[src/inc/asc_pkg.sv]
// package: constants and carrier types for the converter sequence control
package asc_pkg;

    // ****************************************************************
    // channels and widths
    // ****************************************************************
    localparam int ASC_NUM_CHAN = 4;
    localparam int ASC_CHAN_W = 2;
    localparam int ASC_RES_W = 16;
    localparam logic [1:0] ASC_FIRST_CHAN = 2'h0;
    localparam logic [1:0] ASC_LAST_CHAN = 2'h3;

    // ****************************************************************
    // values after reset and standby
    // ****************************************************************
    localparam logic [15:0] ASC_RESULT_RESET = 16'h0000;
    localparam logic [15:0] ASC_CSR_RESET = 16'h0000;

    // ****************************************************************
    // timing
    // ****************************************************************
    localparam int ASC_CLK_HZ = 10_000_000;
    localparam int ASC_CONV_TIME_NS = 15000;
    // least time: round up to whole cycles
    localparam int ASC_CONV_CYCLES =
        (ASC_CONV_TIME_NS * (ASC_CLK_HZ / 1_000_000) + 999) / 1000;
    localparam int ASC_CNT_W = 12;

    // ****************************************************************
    // types
    // ****************************************************************
    typedef enum logic [0:0] {
        ST_IDLE,
        ST_CONV
    } asc_state_type;

    // software settings of the control/status register
    typedef struct packed {
        logic scanMode;
        logic extTrigEn;
        logic convEndIe;
        logic [1:0] lastChan;
    } asc_cfg_type;

    // visible control/status bits
    typedef struct packed {
        logic convStartBit;
        logic convEndFlag;
        logic busy;
        logic [1:0] channel;
    } asc_status_type;

endpackage : asc_pkg

[src/rtl/asc_seq_ctrl.sv]
// module: four-channel converter sequence control, single and scan modes
// What this block does
// - result registers clear to zero on reset, module standby and standby.
// - control/status bits clear to zero on reset, module standby, standby.
// - single mode starts a new sequence on a start write after completion.
// - scan mode repeats the selected channels while the start bit is one.
// - clearing the start bit stops conversion.
// - a scan restart always begins at channel zero.
// - conversion time is counted in peripheral clock states.
// - an external trigger input also starts conversion.
// - four analogue input channels, zero to three.
// - each channel conversion takes at least fifteen microseconds.
`timescale 1ns/1ps
module asc_seq_ctrl #(
    parameter int CONV_CYCLES = asc_pkg::ASC_CONV_CYCLES,
    parameter int RES_W = asc_pkg::ASC_RES_W
) (
    input wire logic mclk,
    input wire logic rst,
    input wire logic convModuleStopBit,
    input wire logic standbyMode,
    input wire asc_pkg::asc_cfg_type cfg,
    input wire logic startWrite1,
    input wire logic startWrite0,
    input wire logic endFlagClear,
    input wire logic extConvTrigger,
    input wire logic [RES_W-1:0] analogData,
    input wire logic [asc_pkg::ASC_CHAN_W-1:0] resultIdx,
    output logic [RES_W-1:0] resultData,
    output asc_pkg::asc_status_type status,
    output logic sampleStrobe,
    output logic convIrq
);

    // ****************************************************************
    // state
    // ****************************************************************
    typedef struct packed {
        asc_pkg::asc_state_type st;
        logic startBit;
        logic [1:0] chan;
        logic endFlag;
        logic irq;
        logic sample;
        logic trigPrev;
    } asc_ctrl_type;

    asc_ctrl_type q;
    asc_ctrl_type d;

    logic clrAll;
    logic tmrDone;
    logic tmrStart;
    logic tmrAbort;
    logic trigEdge;
    logic startReq;
    logic memWe;

    // ****************************************************************
    // helpers
    // ****************************************************************
    // next scan channel, wrapping after the last selected one
    function automatic logic [1:0] asc_next_chan(
        input logic [1:0] cur,
        input logic [1:0] last
    );
        logic [1:0] nxt;
        nxt = asc_pkg::ASC_FIRST_CHAN;
        if (cur != last && cur != asc_pkg::ASC_LAST_CHAN)
            nxt = cur + 2'h1;
        return nxt;
    endfunction : asc_next_chan

    // first channel of a fresh sequence
    function automatic logic [1:0] asc_first_chan(
        input asc_pkg::asc_cfg_type c
    );
        logic [1:0] f;
        f = c.lastChan;
        if (c.scanMode)
            f = asc_pkg::ASC_FIRST_CHAN;
        return f;
    endfunction : asc_first_chan

    // module stop and standby hold the whole block cleared
    assign clrAll = rst | convModuleStopBit | standbyMode;

    // rising edge on the trigger pin, when software allows it
    assign trigEdge = cfg.extTrigEn & extConvTrigger & ~q.trigPrev;

    // a start write, or the trigger, with no stop write in the same cycle
    assign startReq = (startWrite1 | trigEdge) & ~startWrite0;

    // ****************************************************************
    // sequencer
    // ****************************************************************
    always_comb
    begin
        d = q;
        d.sample = 1'b0;
        d.trigPrev = extConvTrigger;
        tmrStart = 1'b0;
        tmrAbort = 1'b0;
        memWe = 1'b0;

        unique case (q.st)
            asc_pkg::ST_IDLE:
            begin
                if (startReq)
                begin
                    d.st = asc_pkg::ST_CONV;
                    d.startBit = 1'b1;
                    d.chan = asc_first_chan(cfg);
                    d.sample = 1'b1;
                    tmrStart = 1'b1;
                end
            end
            asc_pkg::ST_CONV:
            begin
                if (startWrite0)
                begin
                    // stop now; the partial result is discarded
                    d.st = asc_pkg::ST_IDLE;
                    d.startBit = 1'b0;
                    tmrAbort = 1'b1;
                end
                else if (tmrDone)
                begin
                    memWe = 1'b1;
                    d.endFlag = 1'b1;
                    if (cfg.scanMode)
                    begin
                        // keep cycling while the start bit stays set
                        d.chan = asc_next_chan(q.chan, cfg.lastChan);
                        d.sample = 1'b1;
                        tmrStart = 1'b1;
                    end
                    else
                    begin
                        d.st = asc_pkg::ST_IDLE;
                        d.startBit = 1'b0;
                    end
                end
            end
        endcase

        // a flag set in the same cycle as its clear is kept
        if (endFlagClear && !(memWe))
            d.endFlag = 1'b0;

        d.irq = d.endFlag & cfg.convEndIe;
    end

    // ****************************************************************
    // registers
    // ****************************************************************
    always_ff @(posedge mclk)
    begin
        if (clrAll)
            q <= '0;
        else
            q <= d;
    end

    // ****************************************************************
    // conversion timer and result store
    // ****************************************************************
    asc_timer #(
        .CNT_W(asc_pkg::ASC_CNT_W),
        .CYCLES(CONV_CYCLES)
    ) u_timer (
        .mclk(mclk),
        .clr(clrAll),
        .start(tmrStart),
        .abort(tmrAbort),
        .done(tmrDone)
    );

    asc_result_mem #(
        .WORDS(asc_pkg::ASC_NUM_CHAN),
        .AW(asc_pkg::ASC_CHAN_W),
        .DW(RES_W)
    ) u_mem (
        .mclk(mclk),
        .clr(clrAll),
        .we(memWe),
        .wAddr(q.chan),
        .wData(analogData),
        .rAddr(resultIdx),
        .rData(resultData)
    );

    // ****************************************************************
    // outputs
    // ****************************************************************
    assign status.convStartBit = q.startBit;
    assign status.convEndFlag = q.endFlag;
    assign status.busy = (q.st == asc_pkg::ST_CONV);
    assign status.channel = q.chan;
    assign sampleStrobe = q.sample;
    assign convIrq = q.irq;

endmodule : asc_seq_ctrl

[src/rtl/asc_timer.sv]
// module: conversion duration counter on the peripheral clock
`timescale 1ns/1ps
module asc_timer #(
    parameter int CNT_W = asc_pkg::ASC_CNT_W,
    parameter int CYCLES = asc_pkg::ASC_CONV_CYCLES
) (
    input wire logic mclk,
    input wire logic clr,
    input wire logic start,
    input wire logic abort,
    output logic done
);

    typedef struct packed {
        logic [CNT_W-1:0] count;
        logic done;
    } asc_tmr_type;

    localparam logic [CNT_W-1:0] LOAD = CNT_W'(CYCLES);
    localparam logic [CNT_W-1:0] ONE = CNT_W'(1);

    asc_tmr_type q;
    asc_tmr_type d;

    // ****************************************************************
    // count down; done pulses CYCLES edges after start
    // ****************************************************************
    always_comb
    begin
        d = q;
        d.done = 1'b0;
        if (abort)
        begin
            d.count = '0;
        end
        else if (start)
        begin
            d.count = LOAD;
        end
        else if (q.count == ONE)
        begin
            d.count = '0;
            d.done = 1'b1;
        end
        else if (q.count != '0)
        begin
            d.count = q.count - ONE;
        end
    end

    always_ff @(posedge mclk)
    begin
        if (clr)
            q <= '0;
        else
            q <= d;
    end

    assign done = q.done;

endmodule : asc_timer

[src/rtl/asc_result_mem.sv]
// module: per-channel result store with registered read data
`timescale 1ns/1ps
module asc_result_mem #(
    parameter int WORDS = asc_pkg::ASC_NUM_CHAN,
    parameter int AW = asc_pkg::ASC_CHAN_W,
    parameter int DW = asc_pkg::ASC_RES_W
) (
    input wire logic mclk,
    input wire logic clr,
    input wire logic we,
    input wire logic [AW-1:0] wAddr,
    input wire logic [DW-1:0] wData,
    input wire logic [AW-1:0] rAddr,
    output logic [DW-1:0] rData
);

    typedef struct packed {
        logic [WORDS-1:0][DW-1:0] words;
        logic [DW-1:0] rData;
    } asc_mem_type;

    asc_mem_type q;
    asc_mem_type d;

    always_comb
    begin
        d = q;
        if (we)
            d.words[wAddr] = wData;
        d.rData = q.words[rAddr];
    end

    // ****************************************************************
    // every word clears together
    // ****************************************************************
    always_ff @(posedge mclk)
    begin
        if (clr)
            q <= {WORDS + 1{DW'(asc_pkg::ASC_RESULT_RESET)}};
        else
            q <= d;
    end

    assign rData = q.rData;

endmodule : asc_result_mem

[config.mk]
export PLATFORM = sky130hd
export DESIGN_NAME = asc_seq_ctrl
export DESIGN_NICKNAME = d
export VERILOG_FILES = /design/src/inc/asc_pkg.sv /design/src/rtl/asc_seq_ctrl.sv /design/src/rtl/asc_timer.sv /design/src/rtl/asc_result_mem.sv
export SDC_FILE = /design/constraint.sdc
export NUM_CORES = 1
export LEC_CHECK = 0
export BUFFER_PORTS_ARGS = -buffer_cell sky130_fd_sc_hd__clkbuf_2
export CAP_MARGIN = 20
export CORE_AREA = 2 2 93 95
export CTS_BUF_LIST = sky130_fd_sc_hd__clkbuf_8
export DETAILED_ROUTE_END_ITERATION = 16
export DIE_AREA = 0 0 95 97
export GPL_TIMING_DRIVEN = 0
export PLACE_DENSITY = 0.87
export RECOVER_POWER = 50
export SLEW_MARGIN = 15
export SYNTH_ARGS = -nofsm -noshare
export SYNTH_HDL_FRONTEND = slang
export SYNTH_SLANG_ARGS = --single-unit
export TNS_END_PERCENT = 50
[constraint.sdc]
create_clock -name mclk -period 1.96 [get_ports mclk]
set_clock_uncertainty 0.05 [all_clocks]
set_input_delay 0.196 -clock mclk [delete_from_list [all_inputs] [get_ports mclk]]
set_output_delay 0.196 -clock mclk [all_outputs]
set_load 0.02 [all_outputs]
Word-level counts from Yosys, hierarchy flattened
Cells that the tools add are included.
- register bits after elaboration: 101
- output and inout bits: 23
- word-level logic and storage cells: 80
- $add $sub $neg: 2
- magnitude comparators: 3
- equality and inequality tests: 9
- multiplexer cells: 30
- bitwise gates (word level): 10
- reductions and logical operators: 11
- operators by type and width (cell ; count):
    64-bit bitwise mux ; 1
    16-bit binary-select mux with 2-bit select ; 1
    16-bit demux with 2-bit select ; 1
    16-bit 2-to-1 mux ; 2
    8-bit 2-to-1 mux ; 3
    12-bit by 1-bit == test with 1-bit output (second input constant) ; 1
    1-bit 2-to-1 mux ; 12
    12-bit nonzero test ; 1
    12-bit by 1-bit subtractor with 12-bit output (second input constant) ; 1
    2-bit 2-to-1 mux ; 5
    2-bit inequality test (second input constant) ; 4
    4-bit one-hot mux with 2 select lines ; 1
    2-bit by 3-bit less-than comparator with 1-bit output (second input constant) ; 2
    5-bit 2-to-1 mux ; 1
    1-bit AND ; 4
    4-bit 2-to-1 mux ; 1
    4-bit AND reduction ; 1
    4-bit OR reduction ; 1
    1-bit logical AND ; 3
    3-bit 2-to-1 mux ; 1
    3-bit by 2-bit inequality test with 1-bit output (second input constant) ; 1
    3-bit inequality test (second input constant) ; 1
    1-bit inverter ; 3
    1-bit OR ; 3
    10 further kinds ; 10

Logic depth before layout (Yosys ltp)
Gate-level depths: netlist of the first run.
- word-level depth: 9
- gate-level depth with buffers: 8

Cells and area by module
A second synthesis of the first run with hierarchy kept.
- cells, all modules: 446
- area total of the unflattened synthesis: 4561.9 um^2
- by module, submodules not included (module ; times used ; cells an instance ; area each (um^2) ; sequential area each (um^2)):
    asc_result_mem ; 1 ; 318 ; 3457.1 ; 1601.5
    asc_timer ; 1 ; 79 ; 685.7 ; 260.2
    asc_seq_ctrl ; 1 ; 49 ; 419.2 ; 160.2

Worst setup path after synthesis of the first run
Ideal clock, no wire load.
- path type: reg2reg
- start: register u_timer.q[9] (netlist bit)
- end: register u_timer.q[10] (netlist bit)
- library setup time: 0.121 ns
- data arrival time: 1.748 ns
- required time: 1.789 ns
- setup slack: 0.042 ns
- stages on the path, launching flop included: 6
- clock period less this slack: 1.918 ns
- cells stage by stage: dfxtp_1 or4_4 or4_4 buf_6 o211ai_2 nor2_1
- word-level cells in the longest chain between the ends: 2
- elaborated cells between the ends (all ways): 4
- ends and longest elaborated chain (item ; line ; text):
    from (decl) ; asc_timer.sv:22 ; asc_tmr_type q;
    from (signal assigned) ; asc_timer.sv:54 ; q <= '0;
    from (signal assigned) ; asc_timer.sv:56 ; q <= d;
    parallel branches: the longest is 2 deep, another holds 12-bit by 1-bit subtractor with 12-bit output ; - ;
Several ways; the timed one is not identified.
A chain may end at the register's enable or synchronous reset.

Worst setup path after layout of the first run
- start: register u_timer.q[11] (netlist bit)
- end: register u_timer.q[1] (netlist bit)
- word-level cells in the longest chain between the ends: 2
- elaborated cells between the ends (all ways): 3
- ends and longest elaborated chain (item ; line ; text):
    12-bit by 1-bit == test with 1-bit output ; asc_timer.sv:40 ; else if (q.count == ONE)
    4-bit OR reduction (no line) ; - ;
Parallel ways exist; a longest one is shown, timed or not.

==> metrics.txt, run 1 <==
WL final ~10 mm; clock share of power 33.2%; Max Root-Sink Buffers 2; GRT Total Usage between 20% and 30%; site row count 33; DRC Markers 0; FF-to-FF path depth 4; Yosys Warn Count 0; pwr/cell area around 760 nW/µm²; outcome completed; max-cap viol count 0; die height approximately 97 µm; adder-cell share of the synthesized area 2.033%; initial core utilization a little over half; via count 3,708; Yosys top cell area share 46.94%; DRT antenna net count 0; Synth area leaders dfxtp_1 (47%), nand2_1 (12%), a21oi_1 (8.7%); Async SR Flop Fraction 0%; RSZ-0062 raised after global routing yes; hold depth 3; Sequential Power Share between 50% and 60%; CP Data Arrival Time roughly 2.2 ns; XOR/XNOR Fraction of Synth Area 1.626%; Static Leak roughly 1.7 nW; DR iter-0 viols 282; Vias per Instance roughly 5.6; internal power between 2 and 3 mW; NumNets Final between 500 and 600; Synth Area per Inst approximately 8.8 µm²; TritonCTS Buffers 9; First-pass DRT Iterations 5; hold endpoint u_mem.q[17]$_SDFFE_PP0P_; Reg2Reg Setup Slack 0.01 ns; min-delay worst type primary input to flop; area of the core ~8000 µm²; Worst Setup Start Kind flop; io pins 54; area grow syn2layout 13.16%; compound-cell area share of the yosys netlist a little over an eighth; initial antenna violation count 0; Die W around 95 µm; Final min period 1.949 ns; switching share of power a little over a quarter; Synth Register Bits 101; number of diodes 0; WHS 0.03119 ns; multiplexer share of the synthesized area ~8.4%; first-pass GRT wire length 16.30 mm; share of cells above drive strength 1 a little under a fifth; leading area contributor after synthesis dfxtp_1; Crit Reg-Reg Endpoint u_timer.q[1]$_SDFFE_PP0N_; die area around 9200 µm²; switching pwr between 1 and 1.5 mW; largest family of logic cells by synthesized area simple AND/OR/NAND/NOR gates; wire length per cell 15.66 µm; Post-synth top flop dfxtp_1; fmax around 0.5 GHz; Slew HR between 50 and 60%; Comb pwr share a little over a tenth; largest net degree at the start of global routing 19; Worst-Margin Slew just under 0.7 ns; total power draw 3.707 mW; EDFF count, synth 0; Yosys cell types 43; critical path type flop to flop; GRT overflow 0; Min-Delay Startpoint analogData[1]; Total Neg Setup Slack 0 ns; Clock Sinks 101; most frequent cells in the layout nand2_1 (138), dfxtp_1 (99), a21oi_1 (75); Final setup violation count 0; final worst-path cycle share between 90% and 100%; CP endpoint kind flop; CTS tree done; Mapped Nets 530; Post-Syn Area approximately 4300 µm²; Worst R2R Start u_timer.q[11]$_SDFFE_PP0N_; Worst-path clk slew 0.11 ns; post-synthesis sequential area ratio a little under half; root buf cell clkbuf_8; Max VDD drop ~0.00039 V; simple-gate share of the synthesized area about a fifth; detailed placement HPWL between 7 and 8 mm; final slew viol count 0; FILL cells 716; crit-path max FO 9; port bufs 50; # H-tree levels 3; RePlAce Congestion 0.8468; Clock Latency Late Sink ~0.37 ns; vias in the first global route about 3,500; Hold Fails Final Rpt 0; fin cells about 660; Req. time, crit path 2.17 ns; placed cells 647; most common cell after layout, fill and taps aside nand2_1; Syn Inst Count a little under 500
-- per-stage QoR --
stage | instance area [µm²] | worst slack [ns] | util [%]
3_5_place_dp | 4690 | -0.1450 | 57.65
3_3_place_gp | 4690 | -0.05626 | 57.65
4_1_cts | 4910 | -0.04294 | 60.36
6_report | 4875 | 0.01118 | 59.93
5_1_grt | 4875 | -0.07284 | 59.93
2_1_floorplan | 4308 | 0.04164 | -
-- area by class of cell --
type	count	area, µm²	area share, %
sequential	101	2024	41.53
multi-input combinational	326	1984	40.71
buffer	46	266.5	5.467
timing repair buffer	53	247.7	5.082
tap	105	131.4	2.695
clock buffer	9	123.9	2.541
clock inverter	7	55.05	1.129
inverter	11	41.29	0.8470
-- cells by family after synthesis --
kind of cell | after synthesis
buffers and inverters | 65
DFF | 101
adders and majority gates | 7
AOI/OAI and AO/OA | 101
muxes | 16
and+or+nand+nor | 194
xor gates and xnor gates | 8
-- flip-flops by register name, indices dropped and copies added (netlist names) --
name	count
u_timer.q	12
u_mem.q	64
u_timer.done	1
sampleStrobe	1
status	5
convIrq	1
q	1
u_mem.rData	16
-- how the worst max path moves through the flow --
stage | startpoint | endpoint | cells after the start
floorplan | u_timer.q[9]$_SDFFE_PP0N_ | u_timer.q[10]$_SDFFE_PP0N_ | 5
global placement | u_timer.q[9]$_SDFFE_PP0N_ | u_timer.q[11]$_SDFFE_PP0N_ | 5
detailed placement | status[2]$_SDFF_PP0_ | u_mem.q[74]$_SDFFE_PP0P_ | 8
CTS | u_timer.q[11]$_SDFFE_PP0N_ | u_timer.q[1]$_SDFFE_PP0N_ | 5
global route | u_timer.q[11]$_SDFFE_PP0N_ | u_timer.q[6]$_SDFFE_PP0N_ | 4
finish | u_timer.q[11]$_SDFFE_PP0N_ | u_timer.q[1]$_SDFFE_PP0N_ | 4
-- critical path, cell delays in order, from the launching register on --
cell and delay (ns):
dfxtp_2 0.33, or4_4 0.54, or4_4 0.59, o211ai_4 0.25, nor3_1 0.09
-- cells in the mapped netlist, drive strengths merged (5+ instances only) --
cell	instances
nor2	12
and2	5
buf	30
inv	11
dfxtp	101
clkbuf	24
a21oi	75
nor4	7
o21ai	6
xnor2	6
nor2b	16
mux4	16
nand2	138
ha	7
-- power by group through the flow --
stage	registers [mW]	clock network (mW)	logic, mW
final	2.08	1.23	0.395
after global routing	2.08	1.32	0.428
after CTS	2.08	1.23	0.402
after detailed placement	2.13	0	0.378
after global placement	2.13	0	0.357
after floorplan	2.12	0	0.267
-- layer usage --
layer / share of wire [%] / wire (µm) / track usage [%] / vias up
met4: 3.0 / 310 / 10.59 / 0
met3: 7.7 / 793 / 3.660 / 38
li1: - / - / - / 1748
met1: 38 / 3937 / 26.44 / 1727
met5: 0 / 0 / 0 / -
met2: 51 / 5265 / 39.39 / 195
-- timing repair --
action                                 4_1_cts  5_1_grt
endpoints found under the hold margin        2        0
setup endpoints to repair                   51       63
gates resized for setup                     12        6
pin swaps                                    3        4
buffers inserted                             1        0
hold buffers                                 2        0
(Power assumes the default switching activity.)
==> run 2: changes to the inputs <==
Settings changed: CORE_AREA 2 2 93 95 to 8 8 99 101, DIE_AREA 0 0 95 97 to 0 0 107 109, MAX_ROUTING_LAYER set to met4.
==> run 2 against run 1 <==
Compared with the run above:
- the flow now finishes with violations (negative setup slack)
- sequential share of layout area down 0.62 points
- hold slack about the same
- die area up 27%
- first-iteration DRC count down 13%
- sequential power about the same
- sequential cell count unchanged
- critical path depth up 2
- non-clock buffer count up 3
- utilization down 0.70 points
- critical endpoint unchanged
- highest routed layer unchanged
==> metrics.txt, run 2 (same netlist as run 1, synthesis figures left out) <==
final slew viol count 0 (unchanged); slowest cell on the critical path or4_4; critical path depth in cells 6 (+2); Worst-path clk slew 0.11 ns (about the same); max-cap viol count 0 (unchanged); failing checks negative setup slack; Clock Sinks 101 (unchanged); number of diodes 0 (unchanged); Slew HR 55.42% (+0.34 points); most common cell after layout, fill and taps aside nand2_1; Vias per Instance 5.611 (-0.44%); largest net degree at the start of global routing 20 (+1); hold endpoint u_mem.q[27]$_SDFFE_PP0P_; Worst R2R Start u_timer.q[10]$_SDFFE_PP0N_; share of cells above drive strength 1 20.11% (+1.5 points); wire length per cell 16.59 µm (+5.9%); Crit Reg-Reg Endpoint u_timer.q[1]$_SDFFE_PP0N_; CP bufs+invs 2 (+2); Clock Latency Late Sink 0.36 ns (about the same); io pins 54 (unchanged); die area 11,660 µm² (+27%); most frequent cells in the layout nand2_1 (138), dfxtp_1 (96), a21oi_1 (74); hold depth 3 (unchanged); Worst-Margin Slew 0.6671 ns (-0.005119 ns); vias in the first global route 4,035 (+16%); area of the core 8381 µm² (+3.0%); Final setup violation count 2 (+2); detailed placement HPWL 7.593 mm (+6.7%); NumNets Final 590 (+0.68%); site row count 34 (+3.0%); Max Root-Sink Buffers 2 (unchanged); Max VDD drop 0.0004366 V (+12%); RSZ-0062 raised after global routing yes; setup ws final -0.04363 ns (-0.05482 ns); min-delay worst type primary input to flop; Min-Delay Startpoint analogData[11]; GRT Total Usage 20.19% (-2.3 points); CP Data Arrival Time 2.24 ns (+0.08 ns); CP endpoint kind flop; family with the most delay on the worst path simple AND/OR/NAND/NOR gates; max reg flops 64 (unchanged); FILL cells 727 (+1.5%); DP Area 4693 µm² (about the same); First-pass DRT Iterations 5 (unchanged); CP peak stage delay 0.54 ns (-0.05 ns); Final Cell Area 4964 µm² (+1.8%); CTS tree done; port bufs 50 (unchanged); outcome finished, violations left; crit-path max FO 4 (-5); final worst-path cycle share 102.2% (+2.8 points); initial antenna violation count 0 (unchanged); Biggest register u_mem.q; first-pass GRT wire length 18.40 mm (+13%); critical path type flop to flop; Req. time, crit path 2.20 ns (+0.03 ns); most used cell, CP buf_4; fmax 0.4991 GHz (-2.7%); DR iter-0 viols 245 (-13%); TritonCTS Buffers 9 (unchanged); Hold Fails Final Rpt 0 (unchanged); Final min period 2.004 ns (+0.05482 ns); WL final 11.03 mm (+7.0%); Reg2Reg Setup Slack -0.04 ns (-0.05 ns); Layout Utilization 59.23% (-0.70 points); RePlAce Congestion 0.8429 (-0.46%); initial core utilization 51.40% (-1.6 points); root buf cell clkbuf_8; pwr/cell area 790.0 nW/µm² (+3.9%); Worst Setup Start Kind flop; GRT overflow 0 (unchanged); die height 109 µm (+12%); # H-tree levels 3 (unchanged); FF-to-FF path depth 6 (+2); Die W 107 µm (+13%); worst-path cell chain or4_4 > buf_4 > buf_4 > nor4_2 > a21oi_1 > nor3_2; Critical Path Start u_timer.q[10]$_SDFFE_PP0N_; DRC Markers 0 (unchanged); Static Leak 1.742 nW (+2.1%); DRT antenna net count 0 (unchanged); area grow syn2layout 15.22%; via count 3,731 (+0.62%)
run 2: per-layer routing:
| metal | routed length (µm) | global-route usage, % | vias to the layer above |
|---|---|---|---|
| li1 | - | - | 1760 |
| met1 | 4125 | 20.81 | 1733 |
| met2 | 5702 | 34.86 | 196 |
| met3 | 872 | 3.842 | 42 |
| met4 | 332 | 13.07 | 0 |
| met5 | 0 | - | - |
run 2: worst max-delay path by stage:
stage	slack [ns]	to
6_report	-0.04	u_timer.q[1]$_SDFFE_PP0N_
5_1_grt	-0.08	u_timer.q[2]$_SDFFE_PP0P_
4_1_cts	0.0004	u_timer.q[7]$_SDFFE_PP0N_
3_5_place_dp	-0.15	u_mem.q[28]$_SDFFE_PP0P_
3_3_place_gp	-0.06	u_timer.q[1]$_SDFFE_PP0N_
2_1_floorplan	0.04	u_timer.q[10]$_SDFFE_PP0N_
run 2: stage by stage:
stage	hold WS [ns]	instances	TNS (ns)	setup slack [ns]	power [mW]
final	0.03133	665	-0.04652	-0.04363	3.921
after global routing	0.03124	665	-0.4115	-0.08290	4.053
after CTS	0.02744	664	0	0.0004345	3.901
after detailed placement	0.3675	650	-4.317	-0.1490	2.504
after global placement	0.3515	650	-1.198	-0.05624	2.482
after floorplan	0.2582	492	0	0.04164	2.391
run 2: where the power goes:
part	internal [mW]	total, mW	leakage (nW)	switching (mW)
clock network	0.627	1.41	0.110	0.786
registers	2.07	2.08	0.817	0.0151
logic	0.177	0.427	0.816	0.250
run 2: layout make-up:
cell class              instances  area [µm²]  area share (%)
clock buffers                   9       123.9           2.496
clock inverters                 7       90.09           1.815
multi-input cells             327        2006           40.41
plain buffers                  46       266.5           5.369
repair buffers                 56       270.3           5.445
well taps                     108       135.1           2.722
inverters                      11       41.29          0.8319
flip-flops and latches        101        2031           40.91
run 2: what timing repair did:
item | CTS | global route
setup endpoints to repair | 51 | 62
pin swaps | 5 | 3
gates cloned | 1 | 0
endpoints found under the hold margin | 2 | 0
setup buffers | 2 | 2
resized for setup | 17 | 4
hold buffers | 2 | 0
run 2: worst min-delay path, stage by stage:
cell and delay, ns:
clkbuf_2 0.11, nand2_1 0.06, a21oi_1 0.05
==> run 3: changes to the inputs <==
Settings changed: ABC_AREA set to 1, PLACE_DENSITY 0.87 to 0.78.
Clock period 1.96 ns to 2 ns, I/O delays scaled along.
==> run 3 against run 2 <==
Compared with the run above:
- the flow now finishes without violations
- final area rose by 1.1%
- first-iteration DRC count increased by 44%
- sequential cell count unchanged
- power rose by 4.2%
- highest routed layer unchanged
- utilization grew 0.66 points
- critical path type unchanged
==> metrics.txt, run 3 <==
outcome completed; area grow syn2layout 14.21%; DP Area 4790 µm² (+2.1%); CP Data Arrival Time 2.06 ns (-0.18 ns); FILL cells 776 (+6.7%); top post-synthesis cells by count a21oi_1 (118), dfxtp_1 (101), nand2_1 (73); Max VDD drop 0.0005158 V (+18%); most frequent cells in the layout a21oi_1 (118), dfxtp_1 (101), nand2_1 (74); TritonCTS Buffers 9 (unchanged); FF-to-FF path depth 5 (-1); Final setup violation count 0 (-2); worst-path cell chain ha_1 > buf_2 > clkbuf_1 > nand3_1 > a21oi_1; detailed placement HPWL 8.113 mm (+6.8%); Clock Latency Late Sink 0.37 ns (about the same); Slew HR 51.85% (-3.6 points); Async SR Flop Fraction 0% (unchanged); Critical Path Start status[0]$_SDFFE_PP0P_; crit-path max FO 10 (+6); slowest cell on the critical path clkbuf_1; area of the multi-input gates 1814 µm² (-9.5%); Max Root-Sink Buffers 2 (unchanged); XOR/XNOR Fraction of Synth Area 1.993% (+0.37 points); final worst-path cycle share 90.14% (-12 points); Vias per Instance 5.379 (-4.1%); WHS 0.05877 ns (+0.02745 ns); FF+latch area 2022 µm² (-0.43%); DR iter-0 viols 352 (+44%); critical path depth in cells 5 (-1); Reg2Reg Setup Slack 0.20 ns (+0.24 ns); area of the core 8381 µm² (unchanged); root buf cell clkbuf_8; Post-synth top flop dfxtp_1; EDFF count, synth 0 (unchanged); First-pass DRT Iterations 5 (unchanged); Mapped Nets 619 (+17%); Die W 107 µm (unchanged); Static Leak 1.887 nW (+8.3%); Synth Register Bits 101 (unchanged); die height 109 µm (unchanged); Synth Area per Inst 7.563 µm² (-14%); compound-cell area share of the yosys netlist 21.58% (+8.2 points); total power draw 4.088 mW (+4.2%); die area 11,660 µm² (unchanged); CTS tree done; adder-cell share of the synthesized area 1.993% (-0.040 points); largest family of logic cells by synthesized area compound AO/OA/AOI/OAI gates; vias in the first global route 3,955 (-2.0%); Req. time, crit path 2.26 ns (+0.06 ns); max reg flops 64 (unchanged); Post-Syn Area 4394 µm² (+2.0%); CP peak stage delay 0.48 ns (-0.06 ns); Hold Fails Final Rpt 0 (unchanged); critical path type flop to flop; final slew viol count 0 (unchanged); Setup Buffers After CTS 0 (-2); largest net degree at the start of global routing 19 (-5.0%); number of diodes 0 (unchanged); crit path capture u_mem.q[75]$_SDFFE_PP0P_; Biggest register u_mem.q; initial core utilization 52.43% (+1.0 points); max-cap viol count 0 (unchanged); top-count cell post-synth a21oi_1; share of cells above drive strength 1 13.21% (-6.9 points); min-delay worst type primary input to flop; fmax 0.5547 GHz (+11%); Crit Reg-Reg Endpoint u_mem.q[75]$_SDFFE_PP0P_; Worst Setup Start Kind flop; io pins 54 (unchanged); NumNets Final 684 (+16%); GRT overflow 0 (unchanged); Worst R2R Start status[0]$_SDFFE_PP0P_; Yosys Warn Count 0 (unchanged); site row count 34 (unchanged); simple-gate share of the synthesized area 16.03% (-3.8 points); via count 4,083 (+9.4%); post-synthesis sequential area ratio 46.01% (-0.92 points); most common cell after layout, fill and taps aside a21oi_1; DRT antenna net count 0 (unchanged); DRC Markers 0 (unchanged); Final min period 1.803 ns (-0.2009 ns); initial antenna violation count 0 (unchanged); Yosys top cell area share 46.01% (-0.92 points); family with the most delay on the worst path buffers and inverters; multiplexer share of the synthesized area 0% (-8.4 points); CP bufs+invs 2 (unchanged); # H-tree levels 3 (unchanged); GRT Total Usage 21.17% (+0.98 points); WL final 11.58 mm (+5.0%); Clock Sinks 101 (unchanged); leading area contributor after synthesis dfxtp_1; wire length per cell 15.26 µm (-8.0%); first-pass GRT wire length 18.84 mm (+2.4%); RePlAce Congestion 0.9304 (+10%); Synth area leaders dfxtp_1 (46%), a21oi_1 (13%), o21ai_0 (6.3%); RSZ-0062 raised after global routing no; Syn Inst Count 581 (+18%); pwr/cell area 814.6 nW/µm² (+3.1%); CP endpoint kind flop; placed cells 741 (+14%); Worst-Margin Slew 0.7183 ns (+0.05117 ns); fin cells 759 (+14%); Total Neg Setup Slack 0 ns (+0.04652 ns); port bufs 52 (+4.0%); Final Cell Area 5019 µm² (+1.1%); Worst-path clk slew 0.11 ns (about the same); Yosys cell types 24 (-44%)
==> run 3: cell types whose count changed after synthesis, sizes merged, moves of 5 or more <==
cell / change
a21oi: +43
xor2: +6
mux4: -16
nor4: -7
nand3: +42
nand2: -60
buf: +5
inv: +48
clkbuf: -5
nor2b: -16
o21ai: +64
and2: -5
nor2: +23
==> run 3: worst register-to-register path, stage by stage (launching register included) <==
cell      delay (ns)
dfxtp_1         0.46
ha_1            0.18
buf_2           0.22
clkbuf_1        0.48
nand3_1         0.18
a21oi_1         0.17
==> run 3: layer usage <==
metal	global-route usage, %	up-vias	share of wire (%)
met3	5.437	41	8.7
met2	33.75	207	48
li1	-	2018	-
met4	12.16	0	3.6
met5	-	-	0
met1	23.77	1817	40
==> run 3: stage by stage <==
stage               util, %  worst slack (ns)
global placement      57.15            0.2127
global route          59.88           0.08815
finish                59.88            0.1973
CTS                   60.39            0.1037
floorplan                 -            0.5494
detailed placement    57.15            0.1235
==> run 3: what timing repair did <==
| action | CTS | global route |
|---|---|---|
| hold buffers | 2 | 0 |
| endpoints found under the setup margin | 0 | 1 |
| endpoints found under the hold margin | 2 | 0 |
| resized for setup | 0 | 2 |
==> run 3: kinds of logic (layout without fill, tap and decap cells) <==
group                    count (synthesis)  after routing
buffers and inverters                  113            183
flip-flops                             101            101
AND/OR/NAND/NOR                        161            161
adder cells (fa/ha/maj)                  7              7
AO/OA/AOI/OAI                          189            189
XOR/XNOR                                10             10
==> run 3: worst min-delay path by stage <==
stage	start	endpoint	slack, ns	cells past startpoint
2_1_floorplan	extConvTrigger	q[0]$_SDFF_PP0_	0.26	2
3_3_place_gp	cfg[2]	convIrq$_SDFF_PP0_	0.36	3
3_5_place_dp	extConvTrigger	q[0]$_SDFF_PP0_	0.37	3
4_1_cts	analogData[13]	u_mem.q[29]$_SDFFE_PP0P_	0.05	3
5_1_grt	analogData[8]	u_mem.q[72]$_SDFFE_PP0P_	0.05	3
6_report	analogData[9]	u_mem.q[25]$_SDFFE_PP0P_	0.06	3
==> run 3: power by group <==
group / switching (mW) / internal (mW)
clock: 0.754 / 0.851
combinational: 0.289 / 0.151
sequential: 0.0126 / 2.03
==> run 3: area by class of cell <==
| type | count | area share [%] |
|---|---|---|
| Multi-Input combinational cell | 367 | 36.15 |
| Tap cell | 108 | 2.693 |
| Inverter | 59 | 4.413 |
| Sequential cell | 101 | 40.29 |
| Buffer | 54 | 6.432 |
| Clock inverter | 7 | 2.543 |
| Timing Repair Buffer | 54 | 5.011 |
| Clock buffer | 9 | 2.468 |
